**src/verilog/ccps_pkg.sv**
```systemverilog
// Shared constants and carriers of the clock select and power save block.
// Assumes a 25 MHz system clock and a 32-bit classic Wishbone slave port.
package ccps_pkg;

    // System clock
    localparam int          CLK_HZ          = 25_000_000;
    localparam int          CLK_NS          = 1_000_000_000 / CLK_HZ;

    // Register indices; byte address is four times the index
    localparam logic [5:0]  IDX_GCS         = 6'h00;
    localparam logic [5:0]  IDX_SPRD_STR    = 6'h0A;
    localparam logic [5:0]  IDX_SPRD_EN     = 6'h0B;
    localparam logic [5:0]  IDX_PSC         = 6'h0D;
    localparam logic [5:0]  IDX_OPC         = 6'h0E;
    localparam logic [5:0]  IDX_DBL         = 6'h0F;
    localparam logic [5:0]  IDX_STATE       = 6'h10;

    // Field positions
    localparam int          GCS_SEL_LSB     = 2;
    localparam int          SPRD_BIT        = 7;
    localparam int          PSC_STC_LSB     = 5;
    localparam int          PSC_SHORT_BIT   = 4;
    localparam int          PSC_SHORTW_BIT  = 3;
    localparam int          PSC_DIV_LSB     = 0;
    localparam int          OPC_CLK_LSB     = 6;
    localparam int          OPC_STAT_LSB    = 4;
    localparam int          OPC_WDT_BIT     = 3;
    localparam int          OPC_BUF_LSB     = 0;

    // Reset values: divide by 8, doubler off, all options off
    localparam logic [2:0]  GCS_SEL_RST     = 3'h0;
    localparam logic [7:0]  REG_RST         = 8'h00;

    // Clock select codes
    localparam logic [2:0]  CSEL_DIV8       = 3'h0;
    localparam logic [2:0]  CSEL_PER_FULL   = 3'h1;
    localparam logic [2:0]  CSEL_FULL       = 3'h2;
    localparam logic [2:0]  CSEL_DIV2       = 3'h3;
    localparam logic [2:0]  CSEL_SLOW       = 3'h4;
    localparam logic [2:0]  CSEL_SLOW_OFF   = 3'h5;
    localparam logic [2:0]  CSEL_DIV4       = 3'h6;
    localparam logic [2:0]  CSEL_DIV6       = 3'h7;

    // Two-bit pin source codes
    localparam logic [1:0]  PIN_SRC_A       = 2'h0;
    localparam logic [1:0]  PIN_SRC_B       = 2'h1;
    localparam logic [1:0]  PIN_LOW         = 2'h2;
    localparam logic [1:0]  PIN_HIGH        = 2'h3;

    // Self-timed chip select nominal widths in ns
    localparam logic [8:0]  STC_NS_100      = 9'd296;
    localparam logic [8:0]  STC_NS_101      = 9'd234;
    localparam logic [8:0]  STC_NS_110      = 9'd171;
    localparam logic [8:0]  STC_NS_111      = 9'd109;

    // Doubler low time: base plus one ns per step above code 0
    localparam logic [4:0]  DBL_BASE_NS     = 5'd5;

    // Watchdog force pulse ends on this many 32 kHz edges
    localparam int          WDT_PULSE_EDGES = 2;

    // Wishbone request carrier
    typedef struct packed {
        logic        cyc;
        logic        stb;
        logic        we;
        logic [3:0]  sel;
        logic [7:0]  adr;
        logic [31:0] dat;
    } ccps_wb_req_type;

    // Processor cycle kinds used by the pin sources
    typedef struct packed {
        logic opcode_fetch;
        logic int_ack;
        logic ext_io;
        logic data_mem;
    } ccps_cycle_type;

endpackage : ccps_pkg

```
**src/verilog/ccps_sync.sv**
```systemverilog
// Two-flop synchroniser with rising edge detect on the settled level.
// Assumes the input is asynchronous to clk_i.
`timescale 1ns/1ps
`default_nettype none
module ccps_sync
(
    // Clock and reset
    input  wire logic clk_i,
    input  wire logic rst_i,
    // Asynchronous level in
    input  wire logic async_i,
    // Settled level and its rising edge
    output logic      level_o,
    output logic      rise_o
);
    logic meta;
    logic settled;
    logic last;

    // Only the second flop reads the first
    always_ff @(posedge clk_i)
    begin
        if (rst_i)
        begin
            meta    <= 1'b0;
            settled <= 1'b0;
            last    <= 1'b0;
        end
        else
        begin
            meta    <= async_i;
            settled <= meta;
            last    <= settled;
        end
    end

    assign level_o = settled;
    assign rise_o  = settled & ~last;
endmodule : ccps_sync
`default_nettype wire

```
**src/verilog/ccps_div.sv**
```systemverilog
// Programmable tick divider: one tick out per div_i ticks in.
// Assumes div_i is at least one; a divisor of one passes src_i through.
`timescale 1ns/1ps
`default_nettype none
module ccps_div
#(
    parameter int W = 4
)
(
    // Clock and reset
    input  wire logic         clk_i,
    input  wire logic         rst_i,
    // Source ticks and divisor
    input  wire logic         src_i,
    input  wire logic [W-1:0] div_i,
    // Divided tick
    output logic              tick_o
);
    logic [W-1:0] cnt;

    // Tick on the last source tick of each group
    assign tick_o = src_i & (cnt >= div_i - W'(1));

    // Count source ticks, restart on each output tick
    always_ff @(posedge clk_i)
    begin
        if (rst_i)
            cnt <= '0;
        else if (tick_o)
            cnt <= '0;
        else if (src_i)
            cnt <= cnt + W'(1);
    end
endmodule : ccps_div
`default_nettype wire

```
**src/verilog/ccps_top.sv**
```systemverilog
// Clock select, spreader, doubler, power save and pin source control.
// Assumes clk_i is the main oscillator and clk32_i a free 32 kHz pin.
//
// Overview of operation
// - Clock select code sets CPU and peripheral divide of the oscillator.
// - Spreader strength bit 7: zero normal, one strong spreading.
// - Spreader enable bit 7 turns the spectrum spreader on or off.
// - Power-save bits 7:5 pick self-timed chip select width or off in 32 kHz modes.
// - Power-save bit 4 gives short chip selects in divided modes.
// - Power-save bit 3 shortens write chip selects, not at full speed.
// - Divider field 000 uses the undivided 32 kHz clock.
// - Divider codes 100 to 111 divide 32 kHz by 2, 4, 8, 16.
// - Doubler code 0000 keeps the clock doubler off.
// - Doubler codes 1 to 15 give low time of 6 to 20 ns.
// - Output bits 7:6 choose the clock pin source or a fixed level.
// - Output bits 5:4 choose the status pin source or a fixed level.
// - Output bit 3 pulls watchdog pin low one to two 32 kHz cycles.
// - Output bits 1:0 choose buffer enable source; bit 2 ignored.
// - Running from 32 kHz disables the periodic interrupt.
// - Real-time clock and watchdog keep the undivided 32 kHz clock.
// - Spreading is applied before the doubler, on the undoubled clock.
//
// Implementation choice: register access over Wishbone.
`timescale 1ns/1ps
`default_nettype none
module ccps_top
(
    // Clock and reset
    input  wire logic                     clk_i,
    input  wire logic                     rst_i,
    // Wishbone slave
    input  wire ccps_pkg::ccps_wb_req_type wb_req_i,
    output logic [31:0]                   wb_dat_o,
    output logic                          wb_ack_o,
    // 32 kHz oscillator pin
    input  wire logic                     clk32_i,
    // Processor cycle kinds and watchdog function
    input  wire ccps_pkg::ccps_cycle_type cycle_i,
    input  wire logic                     watchdog_n_i,
    // Clock enables and timer tick
    output logic                          cpu_tick_o,
    output logic                          per_tick_o,
    output logic                          rtc_tick_o,
    // Oscillator, spreader and doubler controls
    output logic                          main_osc_en_o,
    output logic                          spread_en_o,
    output logic                          spread_strong_o,
    output logic                          doubler_en_o,
    output logic [4:0]                    doubler_low_ns_o,
    // Chip select and interrupt controls
    output logic [8:0]                    self_timed_ns_o,
    output logic                          short_cs_o,
    output logic                          short_cs_write_o,
    output logic                          periodic_irq_en_o,
    // Pins
    output logic                          clk_pin_o,
    output logic                          status_pin_o,
    output logic                          watchdog_output_pin_o,
    output logic                          buffer_enable_n_o
);
    import ccps_pkg::*;

    ////////////////////////////////////////////////////////////////////
    // Registers and bus decode
    ////////////////////////////////////////////////////////////////////
    logic [2:0] clk_sel;
    logic       sprd_strong;
    logic       sprd_on;
    logic [7:0] power_save_control;
    logic [7:0] output_pin_control;
    logic [3:0] doubler_delay;
    logic       wdt_force;
    logic       wdt_done;
    logic [5:0] idx;
    logic       wr_now;
    logic       slow_mode;
    logic [7:0] next_rd;

    assign idx    = wb_req_i.adr[7:2];
    // Write takes effect on the edge at which the master sees ack
    assign wr_now = wb_req_i.cyc & wb_req_i.stb & wb_req_i.we
                  & wb_req_i.sel[0] & wb_ack_o;

    // One-cycle ack, one cycle after the request
    always_ff @(posedge clk_i)
    begin
        if (rst_i)
            wb_ack_o <= 1'b0;
        else
            wb_ack_o <= wb_req_i.cyc & wb_req_i.stb & ~wb_ack_o;
    end

    // Clock select field
    always_ff @(posedge clk_i)
    begin
        if (rst_i)
            clk_sel <= GCS_SEL_RST;
        else if (wr_now && idx == IDX_GCS)
            clk_sel <= wb_req_i.dat[GCS_SEL_LSB +: 3];
    end

    // Spreader bits; reserved bits are not stored
    always_ff @(posedge clk_i)
    begin
        if (rst_i)
        begin
            sprd_strong <= 1'b0;
            sprd_on     <= 1'b0;
        end
        else if (wr_now)
        begin
            if (idx == IDX_SPRD_STR)
                sprd_strong <= wb_req_i.dat[SPRD_BIT];
            if (idx == IDX_SPRD_EN)
                sprd_on     <= wb_req_i.dat[SPRD_BIT];
        end
    end

    // Power save and doubler registers
    always_ff @(posedge clk_i)
    begin
        if (rst_i)
        begin
            power_save_control <= REG_RST;
            doubler_delay      <= REG_RST[3:0];
        end
        else if (wr_now)
        begin
            if (idx == IDX_PSC)
                power_save_control <= wb_req_i.dat[7:0];
            if (idx == IDX_DBL)
                doubler_delay      <= wb_req_i.dat[3:0];
        end
    end

    // Output control; force bit clears itself when its pulse ends
    always_ff @(posedge clk_i)
    begin
        if (rst_i)
        begin
            output_pin_control <= REG_RST;
            wdt_force          <= 1'b0;
        end
        else
        begin
            if (wr_now && idx == IDX_OPC)
            begin
                output_pin_control <= wb_req_i.dat[7:0];
                wdt_force          <= wb_req_i.dat[OPC_WDT_BIT];
            end
            else if (wdt_done)
                wdt_force <= 1'b0;
        end
    end

    // Read data; reserved bits read as zero
    always_comb
    begin
        next_rd = 8'h00;
        unique case (idx)
            IDX_GCS:      next_rd[GCS_SEL_LSB +: 3] = clk_sel;
            IDX_SPRD_STR: next_rd[SPRD_BIT] = sprd_strong;
            IDX_SPRD_EN:  next_rd[SPRD_BIT] = sprd_on;
            IDX_PSC:      next_rd = power_save_control;
            IDX_OPC:      next_rd = {output_pin_control[7:4], wdt_force,
                                     output_pin_control[2:0]};
            IDX_DBL:      next_rd[3:0] = doubler_delay;
            IDX_STATE:    next_rd = {4'h0, slow_mode, main_osc_en_o,
                                     watchdog_output_pin_o, doubler_en_o};
            default:      next_rd = 8'h00;
        endcase
    end

    // Read data register, zero-extended to the bus
    always_ff @(posedge clk_i)
    begin
        if (rst_i)
            wb_dat_o <= 32'h0000_0000;
        else
            wb_dat_o <= {24'h00_0000, next_rd};
    end

    ////////////////////////////////////////////////////////////////////
    // Clock division
    ////////////////////////////////////////////////////////////////////
    logic       s32_rise;
    logic [3:0] cpu_div;
    logic [3:0] per_div;
    logic [4:0] slow_div;
    logic       main_cpu_tick;
    logic       main_per_tick;
    logic       slow_tick;

    assign slow_mode = (clk_sel == CSEL_SLOW) || (clk_sel == CSEL_SLOW_OFF);

    // Oscillator divisors per clock select code
    always_comb
    begin
        unique case (clk_sel)
            CSEL_FULL: cpu_div = 4'h1;
            CSEL_DIV2: cpu_div = 4'h2;
            CSEL_DIV4: cpu_div = 4'h4;
            CSEL_DIV6: cpu_div = 4'h6;
            default:   cpu_div = 4'h8;
        endcase
        per_div = (clk_sel == CSEL_PER_FULL) ? 4'h1 : cpu_div;
    end

    // 32 kHz divisor; reserved codes fall back to undivided
    always_comb
    begin
        unique case (power_save_control[PSC_DIV_LSB +: 3])
            3'h4:    slow_div = 5'h02;
            3'h5:    slow_div = 5'h04;
            3'h6:    slow_div = 5'h08;
            3'h7:    slow_div = 5'h10;
            default: slow_div = 5'h01;
        endcase
    end

    ccps_sync u_sync32
    (
        .clk_i   (clk_i),
        .rst_i   (rst_i),
        .async_i (clk32_i),
        .level_o (),
        .rise_o  (s32_rise)
    );

    ccps_div #(.W(4)) u_div_cpu
    (
        .clk_i  (clk_i),
        .rst_i  (rst_i),
        .src_i  (1'b1),
        .div_i  (cpu_div),
        .tick_o (main_cpu_tick)
    );

    ccps_div #(.W(4)) u_div_per
    (
        .clk_i  (clk_i),
        .rst_i  (rst_i),
        .src_i  (1'b1),
        .div_i  (per_div),
        .tick_o (main_per_tick)
    );

    ccps_div #(.W(5)) u_div_slow
    (
        .clk_i  (clk_i),
        .rst_i  (rst_i),
        .src_i  (s32_rise),
        .div_i  (slow_div),
        .tick_o (slow_tick)
    );

    // Slow modes take both clocks from the 32 kHz chain
    assign cpu_tick_o    = slow_mode ? slow_tick : main_cpu_tick;
    assign per_tick_o    = slow_mode ? slow_tick : main_per_tick;
    assign main_osc_en_o = (clk_sel != CSEL_SLOW_OFF);
    // Timers always see every 32 kHz edge
    assign rtc_tick_o        = s32_rise;
    assign periodic_irq_en_o = ~slow_mode;

    ////////////////////////////////////////////////////////////////////
    // Spreader, doubler and chip select options
    ////////////////////////////////////////////////////////////////////
    // Spreader settings feed the stage ahead of the doubler
    assign spread_en_o      = sprd_on;
    assign spread_strong_o  = sprd_strong;
    assign doubler_en_o     = (doubler_delay != 4'h0);
    assign doubler_low_ns_o = doubler_en_o
                            ? DBL_BASE_NS + {1'b0, doubler_delay}
                            : 5'h00;
    // Short timing never at full speed
    assign short_cs_o       = power_save_control[PSC_SHORT_BIT]
                            & (clk_sel != CSEL_FULL);
    assign short_cs_write_o = power_save_control[PSC_SHORTW_BIT]
                            & (clk_sel != CSEL_FULL);

    // Self-timed width only in the 32 kHz modes
    always_comb
    begin
        self_timed_ns_o = 9'h000;
        if (slow_mode)
        begin
            unique case (power_save_control[PSC_STC_LSB +: 3])
                3'h4:    self_timed_ns_o = STC_NS_100;
                3'h5:    self_timed_ns_o = STC_NS_101;
                3'h6:    self_timed_ns_o = STC_NS_110;
                3'h7:    self_timed_ns_o = STC_NS_111;
                default: self_timed_ns_o = 9'h000;
            endcase
        end
    end

    ////////////////////////////////////////////////////////////////////
    // Pin sources
    ////////////////////////////////////////////////////////////////////
    typedef enum logic [1:0] {WD_IDLE, WD_EDGE1, WD_EDGE2} ccps_wd_type;
    ccps_wd_type wd_state;
    logic [1:0]  wd_edges;
    logic        per_wave;
    logic        per_half;

    // Peripheral clock waveform and its half
    always_ff @(posedge clk_i)
    begin
        if (rst_i)
        begin
            per_wave <= 1'b0;
            per_half <= 1'b0;
        end
        else if (per_tick_o)
        begin
            per_wave <= ~per_wave;
            if (per_wave)
                per_half <= ~per_half;
        end
    end

    // Watchdog force pulse spans one to two 32 kHz cycles
    always_ff @(posedge clk_i)
    begin
        if (rst_i)
        begin
            wd_state <= WD_IDLE;
            wd_edges <= 2'h0;
        end
        else
        begin
            unique case (wd_state)
                WD_IDLE:
                    if (wdt_force)
                    begin
                        wd_state <= WD_EDGE1;
                        wd_edges <= 2'h0;
                    end
                WD_EDGE1:
                    if (s32_rise)
                    begin
                        wd_edges <= wd_edges + 2'h1;
                        if (wd_edges == 2'(WDT_PULSE_EDGES - 1))
                            wd_state <= WD_EDGE2;
                    end
                WD_EDGE2:
                    wd_state <= WD_IDLE;
                // Unused code falls back to idle
                default:
                    wd_state <= WD_IDLE;
            endcase
        end
    end
    assign wdt_done = (wd_state == WD_EDGE2);

    // Registered pin drivers
    always_ff @(posedge clk_i)
    begin
        if (rst_i)
        begin
            clk_pin_o             <= 1'b0;
            status_pin_o          <= 1'b1;
            watchdog_output_pin_o <= 1'b1;
            buffer_enable_n_o     <= 1'b1;
        end
        else
        begin
            unique case (output_pin_control[OPC_CLK_LSB +: 2])
                PIN_SRC_A: clk_pin_o <= per_wave;
                PIN_SRC_B: clk_pin_o <= per_half;
                PIN_LOW:   clk_pin_o <= 1'b0;
                PIN_HIGH:  clk_pin_o <= 1'b1;
            endcase
            unique case (output_pin_control[OPC_STAT_LSB +: 2])
                PIN_SRC_A: status_pin_o <= ~cycle_i.opcode_fetch;
                PIN_SRC_B: status_pin_o <= ~cycle_i.int_ack;
                PIN_LOW:   status_pin_o <= 1'b0;
                PIN_HIGH:  status_pin_o <= 1'b1;
            endcase
            // Bit 2 takes no part in the choice
            unique case (output_pin_control[OPC_BUF_LSB +: 2])
                PIN_SRC_A: buffer_enable_n_o <= ~cycle_i.ext_io;
                PIN_SRC_B: buffer_enable_n_o <= ~cycle_i.data_mem;
                PIN_LOW:   buffer_enable_n_o <= 1'b0;
                PIN_HIGH:  buffer_enable_n_o <= 1'b1;
            endcase
            watchdog_output_pin_o <= wdt_force ? 1'b0 : watchdog_n_i;
        end
    end
endmodule : ccps_top
`default_nettype wire

```
**config.mk**
```make
export PLATFORM = sky130hd
export DESIGN_NAME = ccps_top
export DESIGN_NICKNAME = d
export VERILOG_FILES = /design/src/verilog/ccps_pkg.sv /design/src/verilog/ccps_sync.sv /design/src/verilog/ccps_div.sv /design/src/verilog/ccps_top.sv
export SDC_FILE = /design/constraint.sdc
export NUM_CORES = 1
export LEC_CHECK = 0
export BUFFER_PORTS_ARGS = -buffer_cell sky130_fd_sc_hd__buf_2
export CAP_MARGIN = 20
export CORE_MARGIN = 2
export CORE_UTILIZATION = 45
export CTS_CLUSTER_DIAMETER = 200
export DETAILED_ROUTE_END_ITERATION = 10
export GPL_TIMING_DRIVEN = 0
export PLACE_DENSITY = 0.74
export SLEW_MARGIN = 20
export SYNTH_ARGS = -nofsm -noshare
export SYNTH_HDL_FRONTEND = slang
export SYNTH_SLANG_ARGS = --single-unit
```
**constraint.sdc**
```tcl
create_clock -name clk_i -period 2.5 [get_ports clk_i]
set_input_delay 0 -clock clk_i [delete_from_list [all_inputs] [get_ports clk_i]]
set_output_delay 0 -clock clk_i [all_outputs]
set_load 0.005 [all_outputs]
```
==> flow_summary.toml <==
[clock_tree]
clock_sinks = 60
clockBufferDepth = 2
worstSkewPairLatency_ns = 0.34
root_buffer = "clkbuf_8"
htree_num_levels = 3
cts.clk_slew.worst_paths_ns = 0.06
cts_made_buffers = 9
cts_tree = "yes"

[min_path]
min_path_cells = 3
holdCritPathClass = "in2reg"

[synth]
synthCells = 379
async_flop_share = 0
seq_area_frac_synth = 0.366
syn_avg_cell_area_sq_um = 8.65
syn_area_sq_um = 3280
ys_top_cells_by_area = "dfxtp_1, ha_1, buf_4"
synth_edf_count = 0
yosys.area.top_type = "dfxtp_1"
synth-seq-cells = 60
synth_top_area_frac = 0.366
yosysMostFrequentCell = "dfxtp_1"
synth_cell_type_count = 57
ys_top_cells_by_count = "dfxtp_1, nor2_1, nand2_1"
synth_warnings = 0
ys.flop_type = "dfxtp_1"

[final_layout]
diodes = 0
multi_input_area_sq_um = 1820
drive_gt1_frac = 0.257
fillers = 664
stdcell_count = 593
final_util = 0.582
area_delta_synth_final_pct = 26.7
regArea_sq_um = 1200
nNetsFinal = 563

[die]
io_pins = 116
die_x_um = 89.4
initial_core_util = 0.460
fp-row-count = 31
coreArea_sq_um = 7140
die_area_sq_um = 7990
die-height_um = 89.4

[run]
drv_cap = 0

[timing]
fin_crit_sh = 0.934
setup_viol = 0
tightest_slew_ns = 0.702
slew_headroom = 0.532
setup_tns_ns = 0
final_max_slew_viol_count = 0
fmax_ghz = 0.428
clock_skew_ns = 0.00557
rsz0062_at_grt = "false"
min_period_ns = 2.33
final_hold_viol_count = 0

[worst_setup_path]
critPathLaunchType = "register"
critPathKind = "reg2out"
cp_max_fo = 9
worst-path-buf-inv = 3
end_kind = "output pin"
required_ns = 2.50
slowest_delay_ns = 0.30
rr_worst_depth = 10
crit_chain = "buf_2 > nand2_1 > nor2_2 > inv_1 > ha_1 > nand2b_1 > a21o_1 > a21o_1 > a21oi_1 > a21oi_1 > buf_2"
cp.depth = 11
crit_family = "compound AO/OA/AOI/OAI gates"
critPathSlowestCell = "dfxtp_1"
arrival_ns = 2.33

[grt]
grt_pass1_wl_um = 12000
grt_pass1_vias = 2581
grt_use_total = 0.195
grt_overflow = 0
grt_max_degree = 11
antenna_found_initial = 0

[power]
switching_share = 0.224
p_clk_frac = 0.449
peakVddDrop_mv = 0.297
p_switching_uw = 477
power_per_cell_area_nw_per_um2 = 514
seqPwrFrac = 0.462
power.share.combinational = 0.089
leakagePower_nw = 1.90
internal_power_mw = 1.66

[placement]
hpwl_um = 5490
dp_cells = 563
port-buffer-count = 59
gp_congestion = 0.895

[routing]
drt_first_pass_iters = 4
wl_per_cell_um = 12.7
wl_um = 7530
vias_per_cell = 4.88
ant_nets = 0
drt-initial-drc-count = 179
drc_errors = 0
vias = 2896

[outcome]
status = "finished, final reports clean"
[power groups by stage]
| stage | Clock [mW] | Combinational [mW] | Sequential (mW) |
|---|---|---|---|
| 2_1_floorplan | 0 | 0.118 | 1.01 |
| 3_3_place_gp | 0 | 0.167 | 1.01 |
| 3_5_place_dp | 0 | 0.171 | 1.01 |
| 4_1_cts | 0.985 | 0.189 | 0.987 |
| 5_1_grt | 1.02 | 0.213 | 0.989 |
| 6_report | 0.958 | 0.190 | 0.987 |
[worst register-to-register path: stages (launching register included)]
cell,delay [ns]
dfxtp_1,0.30
buf_2,0.19
nand2_1,0.13
nor2_2,0.15
inv_1,0.06
ha_1,0.26
nand2b_1,0.14
a21o_1,0.17
a21o_1,0.19
a211oi_1,0.39
and2_1,0.19
[layer usage]
| metal | vias to the layer above | part of all wire | wire length (um) | track usage |
|---|---|---|---|---|
| li1 | 1472 | - | - | - |
| met1 | 1323 | 0.43 | 3230 | 0.242 |
| met2 | 89 | 0.48 | 3650 | 0.323 |
| met3 | 12 | 0.069 | 516 | 0.0582 |
| met4 | 0 | 0.017 | 130 | 0.0651 |
| met5 | - | 0 | 0 | 0 |
[cells in the final DEF (no fill, tap or decap), types with 2 or more instances in the layout]
cell type,n
nand2b_1,9
bufinv_16,2
nor2_1,38
buf_4,29
nor3_4,2
dlygate4sd3_1,14
and2_1,8
o21a_1,2
nand3_1,17
xor2_1,6
and3_1,3
conb_1,28
a21o_1,7
buf_6,2
xnor2_1,3
buf_2,64
nand2_1,32
nor2b_1,8
a211o_1,3
mux2_2,3
a21boi_0,2
clkbuf_8,10
nand4_1,2
o21bai_1,2
ha_1,19
nor3_1,8
o21ai_0,9
a222oi_1,2
inv_1,17
clkbuf_1,9
mux2i_1,16
dfxtp_1,60
a22oi_1,8
a21oi_1,21
[state kept, by name, summed over array words and instances (netlist names), 2 cells and up]
name / flops
u_div_cpu.cnt: 4
u_div_slow.cnt: 5
u_div_per.cnt: 4
clk_sel: 3
doubler_delay: 4
wd_state: 2
power_save_control: 8
wb_dat_o: 8
wd_edges: 2
output_pin_control: 7
[layout make-up]
class	count	area share
repair buffers	73	0.105
plain buffers	43	0.0701
clock inverters	4	0.0175
multi-input cells	284	0.438
clock buffers	12	0.0349
well taps	99	0.0298
inverters	18	0.0163
flip-flops and latches	60	0.289
[timing repair]
action | CTS | global route
endpoints found under the hold margin | 30 | 0
hold buffers | 14 | 0
buffers inserted | 0 | 0
gates resized for setup | 0 | 1
setup endpoints to repair | 0 | 1
[path summary, 6_finish.rpt]
check / start / to / slack (ns)
max: clk_sel[1]$_SDFFE_PP0P_ / cpu_tick_o / 0.17
min: cycle_i[3] / status_pin_o$_SDFF_PP1_ / 0.02
max reg2reg: clk_sel[1]$_SDFFE_PP0P_ / u_div_cpu.cnt[1]$_SDFF_PP0_ / 0.28
min reg2reg: wb_ack_o$_SDFF_PP0_ / wb_ack_o$_SDFF_PP0_ / 0.44
[stage by stage]
stage | cell area, sq um | setup slack [ns] | total power, mW | hold WS [ns]
6_report | 4160 | 0.166 | 2.14 | 0.0186
3_3_place_gp | 3800 | 0.338 | 1.17 | 0.213
4_1_cts | 4150 | 0.102 | 2.16 | 0.00802
3_5_place_dp | 3800 | 0.193 | 1.18 | 0.205
5_1_grt | 4160 | 0.0250 | 2.22 | 0.0284
2_1_floorplan | 3380 | 0.531 | 1.12 | 0.115
[cells by family after synthesis]
group                      Yosys count  share of synthesized area
xor gates and xnor gates             9                     0.0240
adders and majority gates           19                     0.0725
buffers and inverters               61                      0.109
and+or+nand+nor                    140                      0.222
AOI/OAI and AO/OA                   68                      0.140
muxes                               20                     0.0637
DFF                                 60                      0.366
other                                2                    0.00229
Power figures use the tool's default switching activity.
